===== config.mk =====
export PLATFORM = sky130hd
export DESIGN_NAME = flash_partition_guard
export DESIGN_NICKNAME = d
export VERILOG_FILES = /design/src/flash_partition_guard_pkg.sv /design/src/flash_partition_guard.sv
export VERILOG_INCLUDE_DIRS = /design/src /design/src/src
export SDC_FILE = /design/constraint.sdc
export NUM_CORES = 1
export LEC_CHECK = 0
export BUFFER_PORTS_ARGS = -buffer_cell sky130_fd_sc_hd__buf_2
export CELL_PAD_IN_SITES_DETAIL_PLACEMENT = 1
export CELL_PAD_IN_SITES_GLOBAL_PLACEMENT = 1
export CORE_MARGIN = 4
export CORE_UTILIZATION = 37
export CTS_BUF_LIST = sky130_fd_sc_hd__clkbuf_8
export DETAILED_ROUTE_END_ITERATION = 16
export GPL_TIMING_DRIVEN = 0
export PLACE_DENSITY_LB_ADDON = 0.12
export SETUP_SLACK_MARGIN = 0.05
export SYNTH_ARGS = -nofsm -noshare
export SYNTH_HDL_FRONTEND = slang
export SYNTH_SLANG_ARGS = --single-unit
export TNS_END_PERCENT = 50

===== constraint.sdc =====
create_clock -name clk -period 4.04 [get_ports clk]
set_input_delay 0.404 -clock clk [delete_from_list [all_inputs] [get_ports clk]]
set_output_delay 0.404 -clock clk [all_outputs]
set_load 0.01 [all_outputs]

===== src/flash_partition_guard_map.svh =====
/*
 Constants of the flash partition guard: widths, register offsets,
 field positions and reset values. Included by the package and the top.
*/
`ifndef FLASH_PARTITION_GUARD_MAP_SVH
`define FLASH_PARTITION_GUARD_MAP_SVH

`define FPG_ADDR_W        16
`define FPG_DATA_W        16
`define FPG_APB_ADDR_W    12

`define FPG_OFS_CONFIG    12'h000
`define FPG_OFS_STATUS    12'h004
`define FPG_OFS_MASK      12'h008
`define FPG_OFS_CAUSE     12'h00C
`define FPG_OFS_FAULT     12'h010

`define FPG_ST_WRITE_ERROR_FLAG      0
`define FPG_ST_EXEC       1
`define FPG_ST_W          2

`define FPG_CAUSE_EXEC    0
`define FPG_CAUSE_RESET   1'b1

`define FPG_STORAGE_WORDS 32'h0000_0080
`define FPG_CFG_W         7
`define FPG_CFG_RESET     7'h60

`endif


===== src/flash_partition_guard_pkg.sv =====
/*
 Types of the flash partition guard: configuration straps, fetch and
 write requests, region classes. Assumes the map header is on the path.
*/
`include "flash_partition_guard_map.svh"

package flash_partition_guard_pkg;

	typedef struct packed {
		logic       boot_region_enable_n;
		logic       storage_area_enable_n;
		logic [2:0] boot_region_size;
		logic       app_region_write_protect;
		logic       boot_region_write_protect;
	} partition_cfg_type;

	typedef struct packed {
		logic                    valid;
		logic [`FPG_ADDR_W-1:0]  addr;
	} fetch_req_type;

	typedef struct packed {
		logic                    valid;
		logic                    cfg_space;
		logic [`FPG_ADDR_W-1:0]  addr;
		logic [`FPG_DATA_W-1:0]  data;
	} flash_write_type;

	typedef enum logic [1:0] {
		REGION_APP,
		REGION_BOOT,
		REGION_STORAGE,
		REGION_NONE
	} region_type;

endpackage

===== src/flash_partition_guard.sv =====
/*
 Flash partition guard: classifies flash addresses into application, boot
 and storage regions from straps caught after reset, checks fetches,
 filters writes toward the flash array, and offers an APB register file.
 Assumes fetch and write requests come from logic on clk; straps are
 static pins; config_region_write_protect is a static pin as well.
 A strap change after the catch has no effect until the next reset.
*/
// The register offsets and register access over APB are this design's own decisions.
`timescale 1ns/1ns
`include "flash_partition_guard_map.svh"

module flash_partition_guard
	import flash_partition_guard_pkg::*;
#(
	parameter int unsigned FLASH_WORDS     = 8192,
	parameter int unsigned BOOT_UNIT_WORDS = 512
) (
	input  wire logic                         clk,
	input  wire logic                         rst_n,
	input  wire partition_cfg_type            cfg_pins,
	input  wire logic                         config_region_write_protect,
	input  wire fetch_req_type                fetch,
	input  wire flash_write_type              wr_req,
	output      flash_write_type              flash_wr,
	output      logic                         exec_violation_reset,
	output      logic                         irq,
	input  wire logic                         psel,
	input  wire logic                         penable,
	input  wire logic                         pwrite,
	input  wire logic [`FPG_APB_ADDR_W-1:0]   paddr,
	input  wire logic [31:0]                  pwdata,
	output      logic [31:0]                  prdata,
	output      logic                         pready,
	output      logic                         pslverr
);

	logic                       rst_meta_n;
	logic                       rst_sync_n;
	partition_cfg_type          cfg_meta;
	partition_cfg_type          cfg_sync;
	logic                       cfgwp_meta;
	logic                       cfgwp_sync;
	partition_cfg_type          cfg;
	logic                       cfgwp;
	logic                       cfg_loaded;
	partition_cfg_type          next_cfg;
	logic                       next_cfgwp;
	logic                       next_cfg_loaded;
	logic [1:0]                 fill;
	logic [1:0]                 next_fill;

	region_type                 fetch_region;
	region_type                 wr_region;
	logic                       fetch_bad;
	logic                       wr_prot;
	logic                       wr_bad;
	flash_write_type            next_flash_wr;
	logic                       next_exec_violation_reset;
	logic [`FPG_ADDR_W-1:0]     fault_addr;
	logic [`FPG_ADDR_W-1:0]     next_fault_addr;

	logic [`FPG_ST_W-1:0]       status;
	logic [`FPG_ST_W-1:0]       mask;
	logic                       exec_violation_flag;
	logic [`FPG_ST_W-1:0]       next_status;
	logic [`FPG_ST_W-1:0]       next_mask;
	logic                       next_exec_violation_flag;
	logic [31:0]                next_prdata;
	logic                       next_pready;
	logic                       next_pslverr;
	logic                       next_irq;
	logic                       apb_done;
	logic                       apb_wait;
	logic                       addr_hit;

	// reset release through two flops
	always_ff @(posedge clk or negedge rst_n) begin
		if (!rst_n) begin
			rst_meta_n <= 1'b0;
			rst_sync_n <= 1'b0;
		end else begin
			rst_meta_n <= 1'b1;
			rst_sync_n <= rst_meta_n;
		end
	end

	// straps pass two flops; caught once, when both stages hold pin values
	// catching earlier would freeze the flops' reset value, not the pins
	always_comb begin
		next_fill       = {fill[0], 1'b1};
		next_cfg        = cfg;
		next_cfgwp      = cfgwp;
		next_cfg_loaded = cfg_loaded || fill[1];
		if (!cfg_loaded && fill[1]) begin
			next_cfg   = cfg_sync;
			next_cfgwp = cfgwp_sync;
		end
	end

	always_ff @(posedge clk or negedge rst_sync_n) begin
		if (!rst_sync_n) begin
			cfg_meta   <= `FPG_CFG_RESET;
			cfg_sync   <= `FPG_CFG_RESET;
			cfgwp_meta <= 1'b0;
			cfgwp_sync <= 1'b0;
			cfg        <= `FPG_CFG_RESET;
			cfgwp      <= 1'b0;
			cfg_loaded <= 1'b0;
			fill       <= 2'h0;
		end else begin
			cfg_meta   <= cfg_pins;
			cfg_sync   <= cfg_meta;
			cfgwp_meta <= config_region_write_protect;
			cfgwp_sync <= cfgwp_meta;
			cfg        <= next_cfg;
			cfgwp      <= next_cfgwp;
			cfg_loaded <= next_cfg_loaded;
			fill       <= next_fill;
		end
	end

	// one class per address; storage wins over boot at the top end
	function automatic region_type region_of(
		input logic [`FPG_ADDR_W-1:0] a,
		input partition_cfg_type      c
	);
		logic [31:0] wa;
		logic [31:0] boot_words;
		logic [31:0] storage_base;
		wa           = {{(32-`FPG_ADDR_W){1'b0}}, a};
		boot_words   = BOOT_UNIT_WORDS << c.boot_region_size;
		storage_base = FLASH_WORDS - `FPG_STORAGE_WORDS;
		if (wa >= FLASH_WORDS)
			region_of = REGION_NONE;
		else if (!c.storage_area_enable_n && wa >= storage_base)
			region_of = REGION_STORAGE;
		else if (!c.boot_region_enable_n && wa < boot_words)
			region_of = REGION_BOOT;
		else
			region_of = REGION_APP;
	endfunction

	// region of each request; no state of its own
	always_comb begin
		fetch_region = region_of(fetch.addr, cfg);
		wr_region    = region_of(wr_req.addr, cfg);
	end

	// fetch check; unchecked until the straps are caught
	always_comb begin
		fetch_bad                 = fetch.valid && cfg_loaded &&
			(fetch_region == REGION_STORAGE || fetch_region == REGION_NONE);
		next_exec_violation_reset = fetch_bad;
	end

	always_ff @(posedge clk or negedge rst_sync_n) begin
		if (!rst_sync_n)
			exec_violation_reset <= 1'b0;
		else
			exec_violation_reset <= next_exec_violation_reset;
	end

	// write filter toward the array
	always_comb begin
		if (wr_req.cfg_space)
			wr_prot = cfgwp;
		else begin
			case (wr_region)
				REGION_APP:     wr_prot = cfg.app_region_write_protect;
				REGION_BOOT:    wr_prot = cfg.boot_region_write_protect;
				REGION_STORAGE: wr_prot = 1'b0;
				REGION_NONE:    wr_prot = 1'b1;
				default:        wr_prot = 1'b1;
			endcase
		end
		// writes before the straps settle are refused, not guessed at
		wr_bad              = wr_req.valid && (wr_prot || !cfg_loaded);
		next_flash_wr       = wr_req;
		next_flash_wr.valid = wr_req.valid && !wr_bad;
	end

	always_ff @(posedge clk or negedge rst_sync_n) begin
		if (!rst_sync_n)
			flash_wr <= '0;
		else
			flash_wr <= next_flash_wr;
	end

	// last refused address; a bad fetch outranks a refused write
	always_comb begin
		next_fault_addr = fault_addr;
		if (fetch_bad)
			next_fault_addr = fetch.addr;
		else if (wr_bad)
			next_fault_addr = wr_req.addr;
	end

	always_ff @(posedge clk or negedge rst_sync_n) begin
		if (!rst_sync_n)
			fault_addr <= '0;
		else
			fault_addr <= next_fault_addr;
	end

	// apb slave: one wait cycle, answer registered
	always_comb begin
		apb_wait = psel && penable && !pready;
		apb_done = psel && penable && pready;
		addr_hit = (paddr == `FPG_OFS_CONFIG) || (paddr == `FPG_OFS_STATUS) ||
			(paddr == `FPG_OFS_MASK) || (paddr == `FPG_OFS_CAUSE) ||
			(paddr == `FPG_OFS_FAULT);
		next_pready  = apb_wait;
		next_pslverr = apb_wait && !addr_hit;
		next_prdata  = '0;
		if (apb_wait && !pwrite) begin
			case (paddr)
				`FPG_OFS_CONFIG: next_prdata = {{(32-`FPG_CFG_W-2){1'b0}}, cfg_loaded, cfgwp, cfg};
				`FPG_OFS_STATUS: next_prdata = {{(32-`FPG_ST_W){1'b0}}, status};
				`FPG_OFS_MASK:   next_prdata = {{(32-`FPG_ST_W){1'b0}}, mask};
				`FPG_OFS_CAUSE:  next_prdata = {31'h0000_0000, exec_violation_flag};
				`FPG_OFS_FAULT:  next_prdata = {{(32-`FPG_ADDR_W){1'b0}}, fault_addr};
				default:         next_prdata = '0;
			endcase
		end
	end

	always_ff @(posedge clk or negedge rst_sync_n) begin
		if (!rst_sync_n) begin
			prdata  <= '0;
			pready  <= 1'b0;
			pslverr <= 1'b0;
		end else begin
			prdata  <= next_prdata;
			pready  <= next_pready;
			pslverr <= next_pslverr;
		end
	end

	// mask: plain read-write
	always_comb begin
		next_mask = mask;
		if (apb_done && pwrite && paddr == `FPG_OFS_MASK)
			next_mask = pwdata[`FPG_ST_W-1:0];
	end

	always_ff @(posedge clk or negedge rst_sync_n) begin
		if (!rst_sync_n)
			mask <= '0;
		else
			mask <= next_mask;
	end

	// status: read clears; a new event in the same cycle survives
	always_comb begin
		next_status = status;
		if (apb_done && !pwrite && paddr == `FPG_OFS_STATUS)
			next_status = '0;
		if (wr_bad)
			next_status[`FPG_ST_WRITE_ERROR_FLAG] = 1'b1;
		if (fetch_bad)
			next_status[`FPG_ST_EXEC] = 1'b1;
		// irq follows the next values so it lands with the status bit
		next_irq = |(next_status & next_mask);
	end

	always_ff @(posedge clk or negedge rst_sync_n) begin
		if (!rst_sync_n) begin
			status <= '0;
			irq    <= 1'b0;
		end else begin
			status <= next_status;
			irq    <= next_irq;
		end
	end

	// software re-arms the flag; a violation clears it and wins
	always_comb begin
		next_exec_violation_flag = exec_violation_flag;
		if (apb_done && pwrite && paddr == `FPG_OFS_CAUSE)
			next_exec_violation_flag = pwdata[`FPG_CAUSE_EXEC];
		if (fetch_bad)
			next_exec_violation_flag = 1'b0;
	end

	always_ff @(posedge clk or negedge rst_sync_n) begin
		if (!rst_sync_n)
			exec_violation_flag <= `FPG_CAUSE_RESET;
		else
			exec_violation_flag <= next_exec_violation_flag;
	end

endmodule


* Word level (Yosys, flattened, before mapping)
Cells that the tools add are included.
Word-level totals: bits in registers 120, logic and storage cells 108, output and inout bits 70
Operators by class: mux-type cells 18, shift operators 1, reduce and logical (&&, ||, !) cells 38, equal/unequal tests 9, bitwise gates (word level) 1, magnitude comparators 6
Operators by type and width (number):
- one-hot mux 16 bit (5 select lines) | 1
- < comparator 16 x 32 -> 1 bit | 2
- 2-to-1 mux 16 bit | 3
- greater-or-equal comparator 16 x 13 -> 1 bit, second input constant | 2
- greater-or-equal comparator 16 x 14 -> 1 bit, second input constant | 2
- << shifter 10 x 3 -> 32 bit, first input constant | 1
- == test 12 x 4 -> 1 bit, second input constant | 2
- logical AND 1 bit | 19
- == test 12 x 3 -> 1 bit, second input constant | 1
- == test 12 x 5 -> 1 bit, second input constant | 1
- zero test 12 bit | 1
- 2-to-1 mux 2 bit | 6
- == test 2 bit, second input constant | 4
- zero test 1 bit | 7
- logical OR 1 bit | 7
- 2-to-1 mux 1 bit | 7
- one-hot mux 1 bit (4 select lines) | 1
- nonzero test 2 bit | 2
- AND 2 bit | 1
- == test 2 x 1 -> 1 bit, second input constant | 1
- zero test 2 bit | 1
- OR reduction 2 bit | 1

* Logic depth before layout (Yosys ltp)
Gate-level depths: netlist of the first run.
depth in word-level cells 14, gate-level depth with buffers 12, mapped depth without buffers 9

* Worst setup path before layout of the first run
OpenSTA, ideal clock, no wires.
path kind register to register, start register cfg[3] (netlist name), end register fault_addr[14], period minus slack after synthesis 2.712 ns, data required time 3.909 ns, path slack 1.328 ns, stages on the path, launching flop included 11, path buffers 2, arrival 2.581 ns, setup time 0.131 ns, path through dfrtp_1 > clkbuf_1 > or3b_2 > ha_1 > a21oi_1 > a21oi_1 > or4b_4 > and3_1 > buf_6 > o31ai_2 > a22oi_1
Between the ends: cells in the longest elaborated chain, start to end 12, elaborated cells between the ends (all ways) 25
Ends and longest elaborated chain:
- from (decl) | RTL line flash_partition_guard.sv:44 | partition_cfg_type cfg;
- from (signal assigned) | RTL line flash_partition_guard.sv:107 | cfg <= `FPG_CFG_RESET;
- from (signal assigned) | RTL line flash_partition_guard.sv:116 | cfg <= next_cfg;
- << shifter 10 x 3 -> 32 bit (*) | RTL line flash_partition_guard.sv:132 | boot_words = BOOT_UNIT_WORDS << c.boot_region_size;
- < comparator 16 x 32 -> 1 bit | RTL line flash_partition_guard.sv:138 | else if (!c.boot_region_enable_n && wa < boot_words)
- logical AND 1 bit | RTL line flash_partition_guard.sv:138
- 2-to-1 mux 1 bit | RTL line flash_partition_guard.sv:138
- 2-to-1 mux 2 bit | RTL line flash_partition_guard.sv:136 | else if (!c.storage_area_enable_n && wa >= storage_base)
- 2-to-1 mux 2 bit | RTL line flash_partition_guard.sv:134 | if (wa >= FLASH_WORDS)
- == test 2 bit, or another cell as far along | RTL line flash_partition_guard.sv:169 | case (wr_region)
- one-hot mux 1 bit (4 select lines) | RTL line flash_partition_guard.sv:169
- 2-to-1 mux 1 bit | RTL line flash_partition_guard.sv:166 | if (wr_req.cfg_space)
- logical OR 1 bit | RTL line flash_partition_guard.sv:178 | wr_bad = wr_req.valid && (wr_prot || !cfg_loaded);
- logical AND 1 bit | RTL line flash_partition_guard.sv:178
- nonzero test 2 bit (no source line)
- to (signal assigned) | RTL line flash_partition_guard.sv:203 | fault_addr <= next_fault_addr;
- to (decl) | RTL line flash_partition_guard.sv:60 | logic [`FPG_ADDR_W-1:0] fault_addr;
Every way passes the cells marked *; elsewhere a longest branch is shown, timed or not. A chain may end at the register's enable or synchronous reset.

* Worst setup path after layout of the first run
start register cfg[3] (netlist name), end register fault_addr[10]
Same word-level chain as after synthesis.

==> results of run 1 <==
-- sequential cells by signal (all words and copies together), names as in the netlist, 2 cells and up --
register    count
cfg_sync        7
mask            2
prdata         16
cfg             7
status          2
fault_addr     16
flash_wr       34
fill            2
cfg_meta        7
-- synthesized netlist by cell type (3+ instances only) --
master	count
dfrtp_1	97
nor2_1	33
a21oi_1	20
buf_4	16
a31oi_1	13
clkbuf_1	11
a22oi_1	10
and3_1	9
o21ai_1	9
nand2_1	8
dfstp_2	7
ha_1	7
mux2_2	7
o21ai_0	7
inv_1	6
nand3b_1	6
nand4_1	6
nand3_1	5
mux2i_1	3
-- worst reg2reg max path, delay by kind of cell, from the launching register on --
kind            cells  cell delay (ns)
fa+ha+maj           1             0.30
flops               1             0.34
compound gates      4             0.58
buf+inv             2             0.61
simple gates        3             1.16
-- how the worst max path moves through the flow --
stage,start,endpoint,slack (ns),cells after the start
2_1_floorplan,rst_sync_n,cfg[0],0.94,0
3_3_place_gp,rst_sync_n,prdata[5],-0.15,0
3_5_place_dp,cfg[4],fault_addr[8],0.99,10
4_1_cts,cfg[4],fault_addr[8],0.96,10
5_1_grt,cfg[3],fault_addr[8],0.77,10
6_report,cfg[3],fault_addr[10],0.99,10
-- metrics by stage --
step	power, mW	utilization
after floorplan	1.29	-
after global placement	1.39	0.467
after detailed placement	1.41	0.470
after CTS	2.06	0.491
after global routing	2.15	0.491
final	2.03	0.491
-- metal layers --
metal | part of all wire | vias up | GRT usage
met2 | 0.51 | 96 | 0.279
met5 | 0 | - | 0
met4 | 0.015 | 0 | 0.0722
met3 | 0.055 | 10 | 0.0332
met1 | 0.42 | 1459 | 0.210
li1 | - | 1398 | -
-- report_power, final --
part	internal, mW	total [mW]	leakage (nW)	switching [mW]
clock	0.314	0.643	0.109	0.329
combinational	0.108	0.241	1.16	0.134
sequential	1.10	1.14	1.24	0.0401
-- cell usage in the layout (no fill, tap or decap), types with 2 or more instances in the layout --
master,count
buf_2,131
inv_1,9
conb_1,18
and2_1,2
dfrtp_1,96
o21ai_0,7
ha_1,7
or3_1,2
and3_1,9
a22oi_1,10
mux2_2,7
nand4_1,6
nor3_1,2
buf_4,16
clkbuf_1,11
or2_2,2
nand2_1,8
dfstp_2,7
a31oi_1,13
nand4b_1,2
mux2i_1,3
nand3_1,5
clkbuf_8,11
a21oi_1,20
nor2_1,33
o21ai_1,9
nand3b_1,6
or3b_2,2
nor4_1,2
-- final cells by class --
| type | instances | share of cell area |
|---|---|---|
| buffer | 30 | 0.0379 |
| clock buffer | 11 | 0.0298 |
| clock inverter | 5 | 0.00959 |
| inverter | 7 | 0.00516 |
| multi-input combinational | 191 | 0.235 |
| sequential | 104 | 0.514 |
| tap | 136 | 0.0334 |
| timing repair buffer | 132 | 0.135 |
-- what timing repair did --
action                                 4_1_cts  5_1_grt
hold buffers                                 1        0
endpoints found under the hold margin        2        0
buffers inserted                             0        0
-- kinds of logic (layout without fill, tap and decap cells) --
kind of cell,after synthesis,after routing,synth area share
other,2,18,0.00189
adders and majority gates,7,7,0.0221
DFF,104,104,0.658
and+or+nand+nor,86,86,0.120
muxes,11,11,0.0331
AOI/OAI and AO/OA,69,69,0.109
buffers and inverters,37,185,0.0552
==> summary.md, run 1 <==
| Metric | Value |
|---|---|
| Hold Fails Final Rpt | `0` |
| Prevailing post-synth register cell | `dfrtp_1` |
| Area contributors post-synth | `dfrtp_1 (61%), dfstp_2 (4.6%), nor2_1 (3.1%)` |
| Reg-to-reg slack, setup | `0.99 ns` |
| Detailed placement HPWL | `7.69 mm` |
| Iteration-0 DRC Markers | `between 60 and 70` |
| Max_cap viols | `0` |
| Clock sinks | `104` |
| Maximum buffer depth of the clock tree | `2` |
| Die X-Extent | `112 µm` |
| Cells along the critical path | `clkbuf_1 -> or3b_2 -> ha_1 -> a21oi_1 -> a21oi_1 -> or4b_4 -> nand3_2 -> buf_2 -> a31oi_1 -> a21oi_1` |
| Multi-input gate area | `1200 µm²` |
| Worst Path Max Fanout | `10` |
| Largest net degree at the start of global routing | `54` |
| Non-Filler Instances | `616` |
| Crit path launch type | `flip-flop` |
| Worst reg2reg path startpoint | `cfg[3]` |
| Overflow after GRT | `0` |
| Final Setup Violations | `0` |
| Row cnt | `37` |
| Average cell area after synthesis | `12.6 µm²` |
| Post-route DRC | `0` |
| PostCTS Resize Cnt | `0` |
| Antenna violations before repair | `0` |
| Clock skew | `slightly below 0.005 ns` |
| Yosys top cell by area | `dfrtp_1` |
| Pwr/cell area | `399 nW/µm²` |
| Clock-pin slew on the worst setup and hold paths | `0.09 ns` |
| CTS root buf | `clkbuf_8` |
| Setup total negative slack | `0 ns` |
| Area Overhead vs Synth | `28.3%` |
| Crit Path Category | `reg2reg` |
| Critical Path End Type | `flip-flop` |
| H-tree levels | `3` |
| Post-synth EDFFs | `0` |
| Hold WS | `around 0.13 ns` |
| DR vias/cell | `4.81` |
| Initial Utilization | `0.382` |
| IO buf count | `130` |
| CTS Buf Count | `9` |
| Fillers | `about 1200` |
| Worst path most repeated cell | `a21oi_1` |
| I/O Pins | `178` |
| Mapped Area | `3970 µm²` |
| DP Cell Count | `599` |
| Fmax | `328 MHz` |
| Max-Slew Margin vs Limit | `0.179` |
| First-pass GRT wire length | `16.4 mm` |
| Yosys warns | `0` |
| WP data required | `4.33 ns` |
| Storage cell area | `2620 µm²` |
| CP max stage delay | `0.50 ns` |
| Hold path startpoint | `cfg_pins[5]` |
| Per-cell routed wire length | `16.0 µm` |
| Pre-CTS setup slack | `0.994 ns` |
| Drt total wl | `9.88 mm` |
| Vias in the first global route | `3258` |
| Final Max Tran Viols | `0` |
| Slew @ Worst Pin | `about 1.2 ns` |
| Placement Cell Area | `slightly below 5000 µm²` |
| GRT Resource Usage Total | `0.166` |
| FF+latch count, synth | `roughly 100` |
| Finished Cell Area | `5090 µm²` |
| Buf/Inv on CP | `2` |
| Antenna viol nets, final | `0` |
| Hold Path Class | `in2reg` |
| Overall die height | `112 µm` |
| Post-synth top area share | `0.612` |
| Delay-heaviest family, CP | `simple AND/OR/NAND/NOR gates` |
| Vias | `2963` |
| Critical path arrival | `3.34 ns` |
| Mapped Cells | `316` |
| Final WS setup | `0.990 ns` |
| Layout cells sized above 1 | `0.396` |
| NumNets Final | `590` |
| Die footprint | `12400 µm²` |
| Post-synthesis cell type count | `47` |
| Outcome | `complete, no violations` |
| Maximum vdd drop | `between 200 and 250 µV` |
| R2r endpoint | `fault_addr[10]` |
| DR pass1 iterations | `4` |
| Pleak | `2.52 nW` |
| Core Region | `between 10000 and 15000 µm²` |
| Async S/R FF share, synth | `1.00` |
| CP max stage cell | `or4b_4` |
| Final Cycle Share | `0.755` |
| Tmin final | `between 3 and 4 ns` |
| Worst-Skew Late Latency | `0.36 ns` |
| Post-synthesis sequential area ratio | `0.658` |
| Gpl congestion | `0.792` |
| Worst Hold Path Cells | `1` |
| Worst Reg-to-Reg Cells | `10` |
| CTS tree | `built` |
| Antenna cells | `0` |
| Hold EP | `cfg_meta[5]` |
| RSZ-0062 raised after global routing | `no` |
(Power assumes the default switching activity.)
==> run 2: changes to the inputs <==
- clock period: 4.04 -> 2.9 ns (I/O delays scaled with it)
==> run 2 against run 1 <==
Sequential cell count did not move. Sequential power is 40% higher. Largest cell class unchanged. Critical path depth rose by 1. Utilization is 3.0 points higher. Critical endpoint is now fault_addr[8]. Non-clock buffer count is 23 higher. Register-to-register slack got worse by 0.84 ns. Clock power is 51% higher. Largest power group unchanged. Combinational power is 57% higher. Hold slack got worse by 0.12 ns.
==> summary.md, run 2 (synthesized netlist as in run 1, its figures left out) <==
| Metric | Value |
|---|---|
| Outcome | `complete, no violations (unchanged)` |
| Worst Path Max Fanout | `10 (unchanged)` |
| Overflow after GRT | `0 (unchanged)` |
| Most common cell after layout, fill and taps aside | `buf_2 (unchanged)` |
| GRT Resource Usage Total | `0.163 (was 0.166)` |
| Biggest regs | `flash_wr: 34 flops, fault_addr: 16 flops, prdata: 16 flops (unchanged)` |
| Critical Path End Type | `flip-flop (unchanged)` |
| Placement Cell Area | `4880 µm² (unchanged)` |
| Clock sinks | `104 (unchanged)` |
| Cells along the critical path | `buf_4 -> or3b_4 -> ha_4 -> a21oi_2 -> a21oi_2 -> or4b_4 -> and3_1 -> buf_6 -> buf_8 -> o21ai_2 -> a21oi_1 (was clkbuf_1 -> or3b_2 -> ha_1 -> a21oi_1 -> a21oi_1 -> or4b_4 -> nand3_2 -> buf_2 -> a31oi_1 -> a21oi_1)` |
| Storage cell area | `2620 µm² (about the same)` |
| CP max stage delay | `0.51 ns (was 0.50 ns)` |
| CTS root buf | `clkbuf_8 (unchanged)` |
| Drt total wl | `10.4 mm (was 9.88 mm)` |
| Crit Path Category | `reg2reg (unchanged)` |
| Hold WS | `0.0127 ns (was 0.130 ns)` |
| IO buf count | `130 (unchanged)` |
| Max-Slew Margin vs Limit | `0.526 (was 0.179)` |
| Detailed placement HPWL | `7.67 mm (was 7.69 mm)` |
| Layout cells sized above 1 | `0.421 (was 0.396)` |
| Overall die height | `112 µm (unchanged)` |
| Maximum buffer depth of the clock tree | `2 (unchanged)` |
| Worst-Skew Late Latency | `0.37 ns (was 0.36 ns)` |
| Hold Fails Final Rpt | `0 (unchanged)` |
| Pwr/cell area | `547 nW/µm² (was 399 nW/µm²)` |
| Reg with most FFs | `flash_wr (unchanged)` |
| Final Setup Violations | `0 (unchanged)` |
| Die X-Extent | `112 µm (unchanged)` |
| Critical path arrival | `3.00 ns (was 3.34 ns)` |
| Iteration-0 DRC Markers | `49 (was 62)` |
| Hold path startpoint | `wr_req[7] (was cfg_pins[5])` |
| RSZ-0062 raised after global routing | `no (unchanged)` |
| Per-cell routed wire length | `16.3 µm (was 16.0 µm)` |
| Slew @ Worst Pin | `0.711 ns (was 1.22 ns)` |
| Vias | `3015 (was 2963)` |
| Antenna viol nets, final | `0 (unchanged)` |
| DR vias/cell | `4.72 (was 4.81)` |
| Worst path most repeated cell | `a21oi_2 (was a21oi_1)` |
| WP data required | `3.15 ns (was 4.33 ns)` |
| Area Overhead vs Synth | `36.2% (was 28.3%)` |
| Core Region | `10400 µm² (unchanged)` |
| Commonest cells after routing, fill and taps aside | `buf_2 (131), dfrtp_1 (93), nor2_1 (33), buf_4 (24), dlygate4sd3_1 (19) (was buf_2 (131), dfrtp_1 (96), nor2_1 (33), a21oi_1 (20), conb_1 (18))` |
| Maximum vdd drop | `311 µV (was 238 µV)` |
| NumNets Final | `613 (was 590)` |
| Critical path startpoint | `cfg[2] (was cfg[3])` |
| Initial Utilization | `0.382 (unchanged)` |
| Pleak | `2.64 nW (was 2.52 nW)` |
| Antenna cells | `0 (unchanged)` |
| Hold Path Class | `in2reg (unchanged)` |
| First-pass GRT wire length | `16.3 mm (was 16.4 mm)` |
| Multi-input gate area | `1250 µm² (was 1200 µm²)` |
| Delay-heaviest family, CP | `simple AND/OR/NAND/NOR gates (unchanged)` |
| Row cnt | `37 (unchanged)` |
| Vias in the first global route | `3280 (was 3258)` |
| I/O Pins | `178 (unchanged)` |
| Worst reg2reg path startpoint | `cfg[2] (was cfg[3])` |
| Final Max Tran Viols | `0 (unchanged)` |
| Clock-pin slew on the worst setup and hold paths | `0.11 ns (was 0.09 ns)` |
| Fmax | `364 MHz (was 328 MHz)` |
| Post-route DRC | `0 (unchanged)` |
| CTS Buf Count | `9 (unchanged)` |
| Crit path launch type | `flip-flop (unchanged)` |
| Die footprint | `12400 µm² (unchanged)` |
| Buf/Inv on CP | `3 (was 2)` |
| Fillers | `1165 (was 1177)` |
| DR pass1 iterations | `4 (unchanged)` |
| Finished Cell Area | `5400 µm² (was 5090 µm²)` |
| Final Cycle Share | `0.948 (was 0.755)` |
| H-tree levels | `3 (unchanged)` |
| Max_cap viols | `0 (unchanged)` |
| Largest net degree at the start of global routing | `56 (was 54)` |
| Gpl congestion | `0.794 (was 0.792)` |
| Tmin final | `2.75 ns (was 3.05 ns)` |
| Antenna violations before repair | `0 (unchanged)` |
| Clock skew | `0.0157 ns (was 0.00492 ns)` |
| CP max stage cell | `or4b_4 (unchanged)` |
| Max FFs per register | `34 (unchanged)` |
| CTS tree | `built (unchanged)` |
-- run 2: cell types whose count changed in the layout (fill, tap and decap cells not counted), moves of 3 or more --
cell,before,now
clkbuf_1,11,8
dfrtp_1,96,93
buf_4,16,24
o21ai_1,9,5
inv_1,9,6
dfrtp_2,0,3
dlygate4sd3_1,1,19
o21ai_2,1,5
-- run 2: metrics by stage --
stage          std cells   util  worst slack [ns]  TNS, ns  power, mW
2_1_floorplan        332      -             0.188        0       1.80
3_3_place_gp         598  0.468            -0.114    -1.03       1.94
3_5_place_dp         599  0.470            -0.168    -1.84       1.96
4_1_cts              617  0.496            0.0693        0       2.93
5_1_grt              639  0.521            0.0357        0       3.10
6_report             639  0.521             0.151        0       2.95
-- run 2: layout make-up --
class	count	area share
Sequential cell	104	0.485
Multi-Input combinational cell	191	0.232
Timing Repair Buffer	158	0.171
Buffer	27	0.0340
Tap cell	136	0.0315
Clock buffer	9	0.0229
Clock inverter	7	0.0185
Inverter	7	0.00486
-- run 2: path summary, 6_finish.rpt --
check / cells after the start / endpoint / slack [ns]
max in group asynchronous: 1 / exec_violation_flag / 1.78
hold reg to reg: 0 / cfgwp_sync / 0.36
min in group asynchronous: 2 / rst_sync_n / 0.23
setup reg to reg: 11 / fault_addr[8] / 0.15
setup / recovery: 11 / fault_addr[8] / 0.15
hold / removal: 1 / flash_wr[7] / 0.01
-- run 2: repair_timing --
item,4_1_cts,5_1_grt
gates resized for setup,4,12
endpoints found under the hold margin,4,16
hold buffers,3,16
setup endpoints to repair,18,13
buffers inserted,2,5
-- run 2: report_power, final --
part	switching, mW	internal, mW	total [mW]
registers	0.0627	1.54	1.60
clock network	0.545	0.427	0.973
logic	0.193	0.186	0.379
total	0.801	2.15	2.95
-- run 2: routing by layer --
metal  vias up  track usage  part of all wire
met1      1470        0.201              0.41
met3        11       0.0408             0.055
met2        93        0.288              0.52
met4         0       0.0406             0.013
met5         -            0                 0
li1       1441            -                 -
==> run 3: changes to the inputs <==
- RECOVER_POWER: default -> 50
==> run 3 against run 2 <==
Die area did not move. Count of clock-buffer cells in the layout did not move. Non-clock buffer count did not move. Clock power barely moved. Fmax fell by 0.28%. Global-route usage did not move. Power fell by 0.17%. Register-to-register slack barely moved. Utilization fell by 0.46 points. Via count fell by 0.36%. Combinational power fell by 2%. Critical path type unchanged. Highest routed layer unchanged.
==> summary.md, run 3 (synthesized netlist as in run 1, its figures left out) <==
| Metric | Value |
|---|---|
| Crit path launch type | `flip-flop (unchanged)` |
| Drt total wl | `10.4 mm (about the same)` |
| Critical Path End Type | `flip-flop (unchanged)` |
| Vias | `3004 (was 3015)` |
| Clock skew | `0.0154 ns (was 0.0157 ns)` |
| RSZ-0062 raised after global routing | `no (unchanged)` |
| Hold Path Class | `in2reg (unchanged)` |
| Antenna violations before repair | `0 (unchanged)` |
| Maximum vdd drop | `310 µV (was 311 µV)` |
| Worst-Skew Late Latency | `0.38 ns (was 0.37 ns)` |
| Overflow after GRT | `0 (unchanged)` |
| Per-cell routed wire length | `16.3 µm (about the same)` |
| Clock network power share | `0.330 (was 0.329)` |
| Max_cap viols | `0 (unchanged)` |
| Overall die height | `112 µm (unchanged)` |
| Final Cycle Share | `0.950 (was 0.948)` |
| Largest net degree at the start of global routing | `56 (unchanged)` |
| DP Cell Count | `599 (unchanged)` |
| Worst Path Max Fanout | `10 (unchanged)` |
| Critical path arrival | `3.01 ns (was 3.00 ns)` |
| Pleak | `2.52 nW (was 2.64 nW)` |
| Switch Pwr | `0.802 mW (was 0.801 mW)` |
| Pwr/cell area | `551 nW/µm² (was 547 nW/µm²)` |
| Fmax | `363 MHz (was 364 MHz)` |
| Reg-to-reg slack, setup | `0.14 ns (was 0.15 ns)` |
| Core Region | `10400 µm² (unchanged)` |
| CTS Buf Count | `9 (unchanged)` |
| Slew @ Worst Pin | `0.715 ns (was 0.711 ns)` |
| Hold path startpoint | `wr_req[7] (unchanged)` |
| Sequential Power Share | `0.543 (was 0.542)` |
| Clock sinks | `104 (unchanged)` |
| Row cnt | `37 (unchanged)` |
| DR pass1 iterations | `4 (unchanged)` |
| Antenna cells | `0 (unchanged)` |
| Worst Hold Path Cells | `1 (unchanged)` |
| Max-Slew Margin vs Limit | `0.524 (was 0.526)` |
| Biggest regs | `flash_wr: 34 flops, fault_addr: 16 flops, prdata: 16 flops (unchanged)` |
| Comb pwr share | `0.127 (was 0.128)` |
| Die footprint | `12400 µm² (unchanged)` |
| First-pass GRT wire length | `16.3 mm (unchanged)` |
| Layout cells sized above 1 | `0.346 (was 0.421)` |
| CTS root buf | `clkbuf_8 (unchanged)` |
| Final Util | `0.516 (was 0.521)` |
| Initial Utilization | `0.382 (unchanged)` |
| Iteration-0 DRC Markers | `49 (unchanged)` |
| Gpl congestion | `0.794 (unchanged)` |
| CTS tree | `built (unchanged)` |
| Non-Filler Instances | `639 (unchanged)` |
| P_int | `2.15 mW (about the same)` |
| Crit Path Category | `reg2reg (unchanged)` |
| Area Overhead vs Synth | `35.0% (was 36.2%)` |
| Final Setup Violations | `0 (unchanged)` |
| R2r endpoint | `fault_addr[8] (unchanged)` |
| H-tree levels | `3 (unchanged)` |
| Post-route DRC | `0 (unchanged)` |
| NumNets Final | `613 (unchanged)` |
| IO buf count | `130 (unchanged)` |
| Worst Reg-to-Reg Cells | `11 (unchanged)` |
| DR vias/cell | `4.70 (was 4.72)` |
| WP data required | `3.15 ns (about the same)` |
| Clock-pin slew on the worst setup and hold paths | `0.11 ns (about the same)` |
| Detailed placement HPWL | `7.67 mm (unchanged)` |
| Final Max Tran Viols | `0 (unchanged)` |
| Outcome | `complete, no violations (unchanged)` |
| Die X-Extent | `112 µm (unchanged)` |
| Hold EP | `flash_wr[7] (unchanged)` |
| Total power | `2.95 mW (about the same)` |
| Vias in the first global route | `3280 (unchanged)` |
| Hold WS | `0.0124 ns (was 0.0127 ns)` |
| GRT Resource Usage Total | `0.163 (unchanged)` |
| Fillers | `1177 (was 1165)` |
| Antenna viol nets, final | `0 (unchanged)` |
| Max FFs per register | `34 (unchanged)` |
| Worst reg2reg path startpoint | `cfg[2] (unchanged)` |
| Tmin final | `2.76 ns (was 2.75 ns)` |
| Reg with most FFs | `flash_wr (unchanged)` |
| I/O Pins | `178 (unchanged)` |
| Net Sw Frac | `0.272 (was 0.271)` |
| Maximum buffer depth of the clock tree | `2 (unchanged)` |
| Commonest cells after routing, fill and taps aside | `dfrtp_1 (93), buf_2 (93), clkbuf_1 (45), nor2_1 (33), buf_4 (24) (was buf_2 (131), dfrtp_1 (93), nor2_1 (33), buf_4 (24), dlygate4sd3_1 (19))` |
| Hold Fails Final Rpt | `0 (unchanged)` |
run 3: cell types whose count changed in the layout (fill, tap and decap cells not counted):
| cell | change |
|---|---|
| clkbuf_1 | +37 |
| buf_1 | +1 |
| buf_2 | -38 |
run 3: what timing repair did:
action / CTS / global route
setup buffers: 2 / 5
gates cloned: 0 / 0
hold endpoints to repair: 4 / 16
endpoints found under the setup margin: 18 / 13
hold buffers: 3 / 16
gates resized for setup: 4 / 12
run 3: per-layer routing:
layer | part of all wire | up-vias | wire [µm] | GRT usage
met5 | 0 | - | 0 | 0
met4 | 0.013 | 0 | 131 | 0.0406
met3 | 0.053 | 10 | 547 | 0.0408
met2 | 0.52 | 92 | 5410 | 0.288
met1 | 0.41 | 1461 | 4320 | 0.201
li1 | - | 1441 | - | -
run 3: worst max path at each step:
stage,from,end,cells past startpoint
after floorplan,cfg[3],fault_addr[14],10
after global placement,cfg[3],fault_addr[8],10
after detailed placement,cfg[3],fault_addr[6],10
after CTS,cfg[2],fault_addr[10],10
after global routing,cfg[4],fault_addr[6],10
final,cfg[2],fault_addr[8],11
run 3: through the flow:
stage                     TNS, ns  instance area, µm²  worst slack [ns]
after floorplan                 0                4030             0.188
after global placement      -1.03                4850            -0.114
after detailed placement    -1.84                4880            -0.168
after CTS                       0                5140            0.0693
after global routing            0                5360            0.0357
final                           0                5360             0.144
run 3: final cells by class:
type	instances	area [µm²]	share of cell area
clock inverters	7	100	0.0187
inverters	7	26.3	0.00491
flip-flops and latches	104	2620	0.489
clock buffers	9	124	0.0231
plain buffers	27	184	0.0343
multi-input cells	191	1250	0.234
repair buffers	158	878	0.164
well taps	136	170	0.0318
run 3: worst max-delay path, cell delays in order, from the launching register on:
cell	delay, ns
dfrtp_2	0.46
buf_4	0.15
or3b_4	0.38
ha_4	0.23
a21oi_2	0.15
a21oi_2	0.08
or4b_4	0.51
and3_1	0.19
buf_6	0.13
buf_8	0.14
o21ai_2	0.15
a21oi_1	0.08
run 3: power groups by stage:
stage,Combinational [mW],Sequential (mW),Clock (mW)
finish,0.373,1.60,0.973
global route,0.418,1.62,1.06
CTS,0.331,1.61,0.996
global placement,0.311,1.63,0
detailed placement,0.336,1.62,0
floorplan,0.169,1.63,0
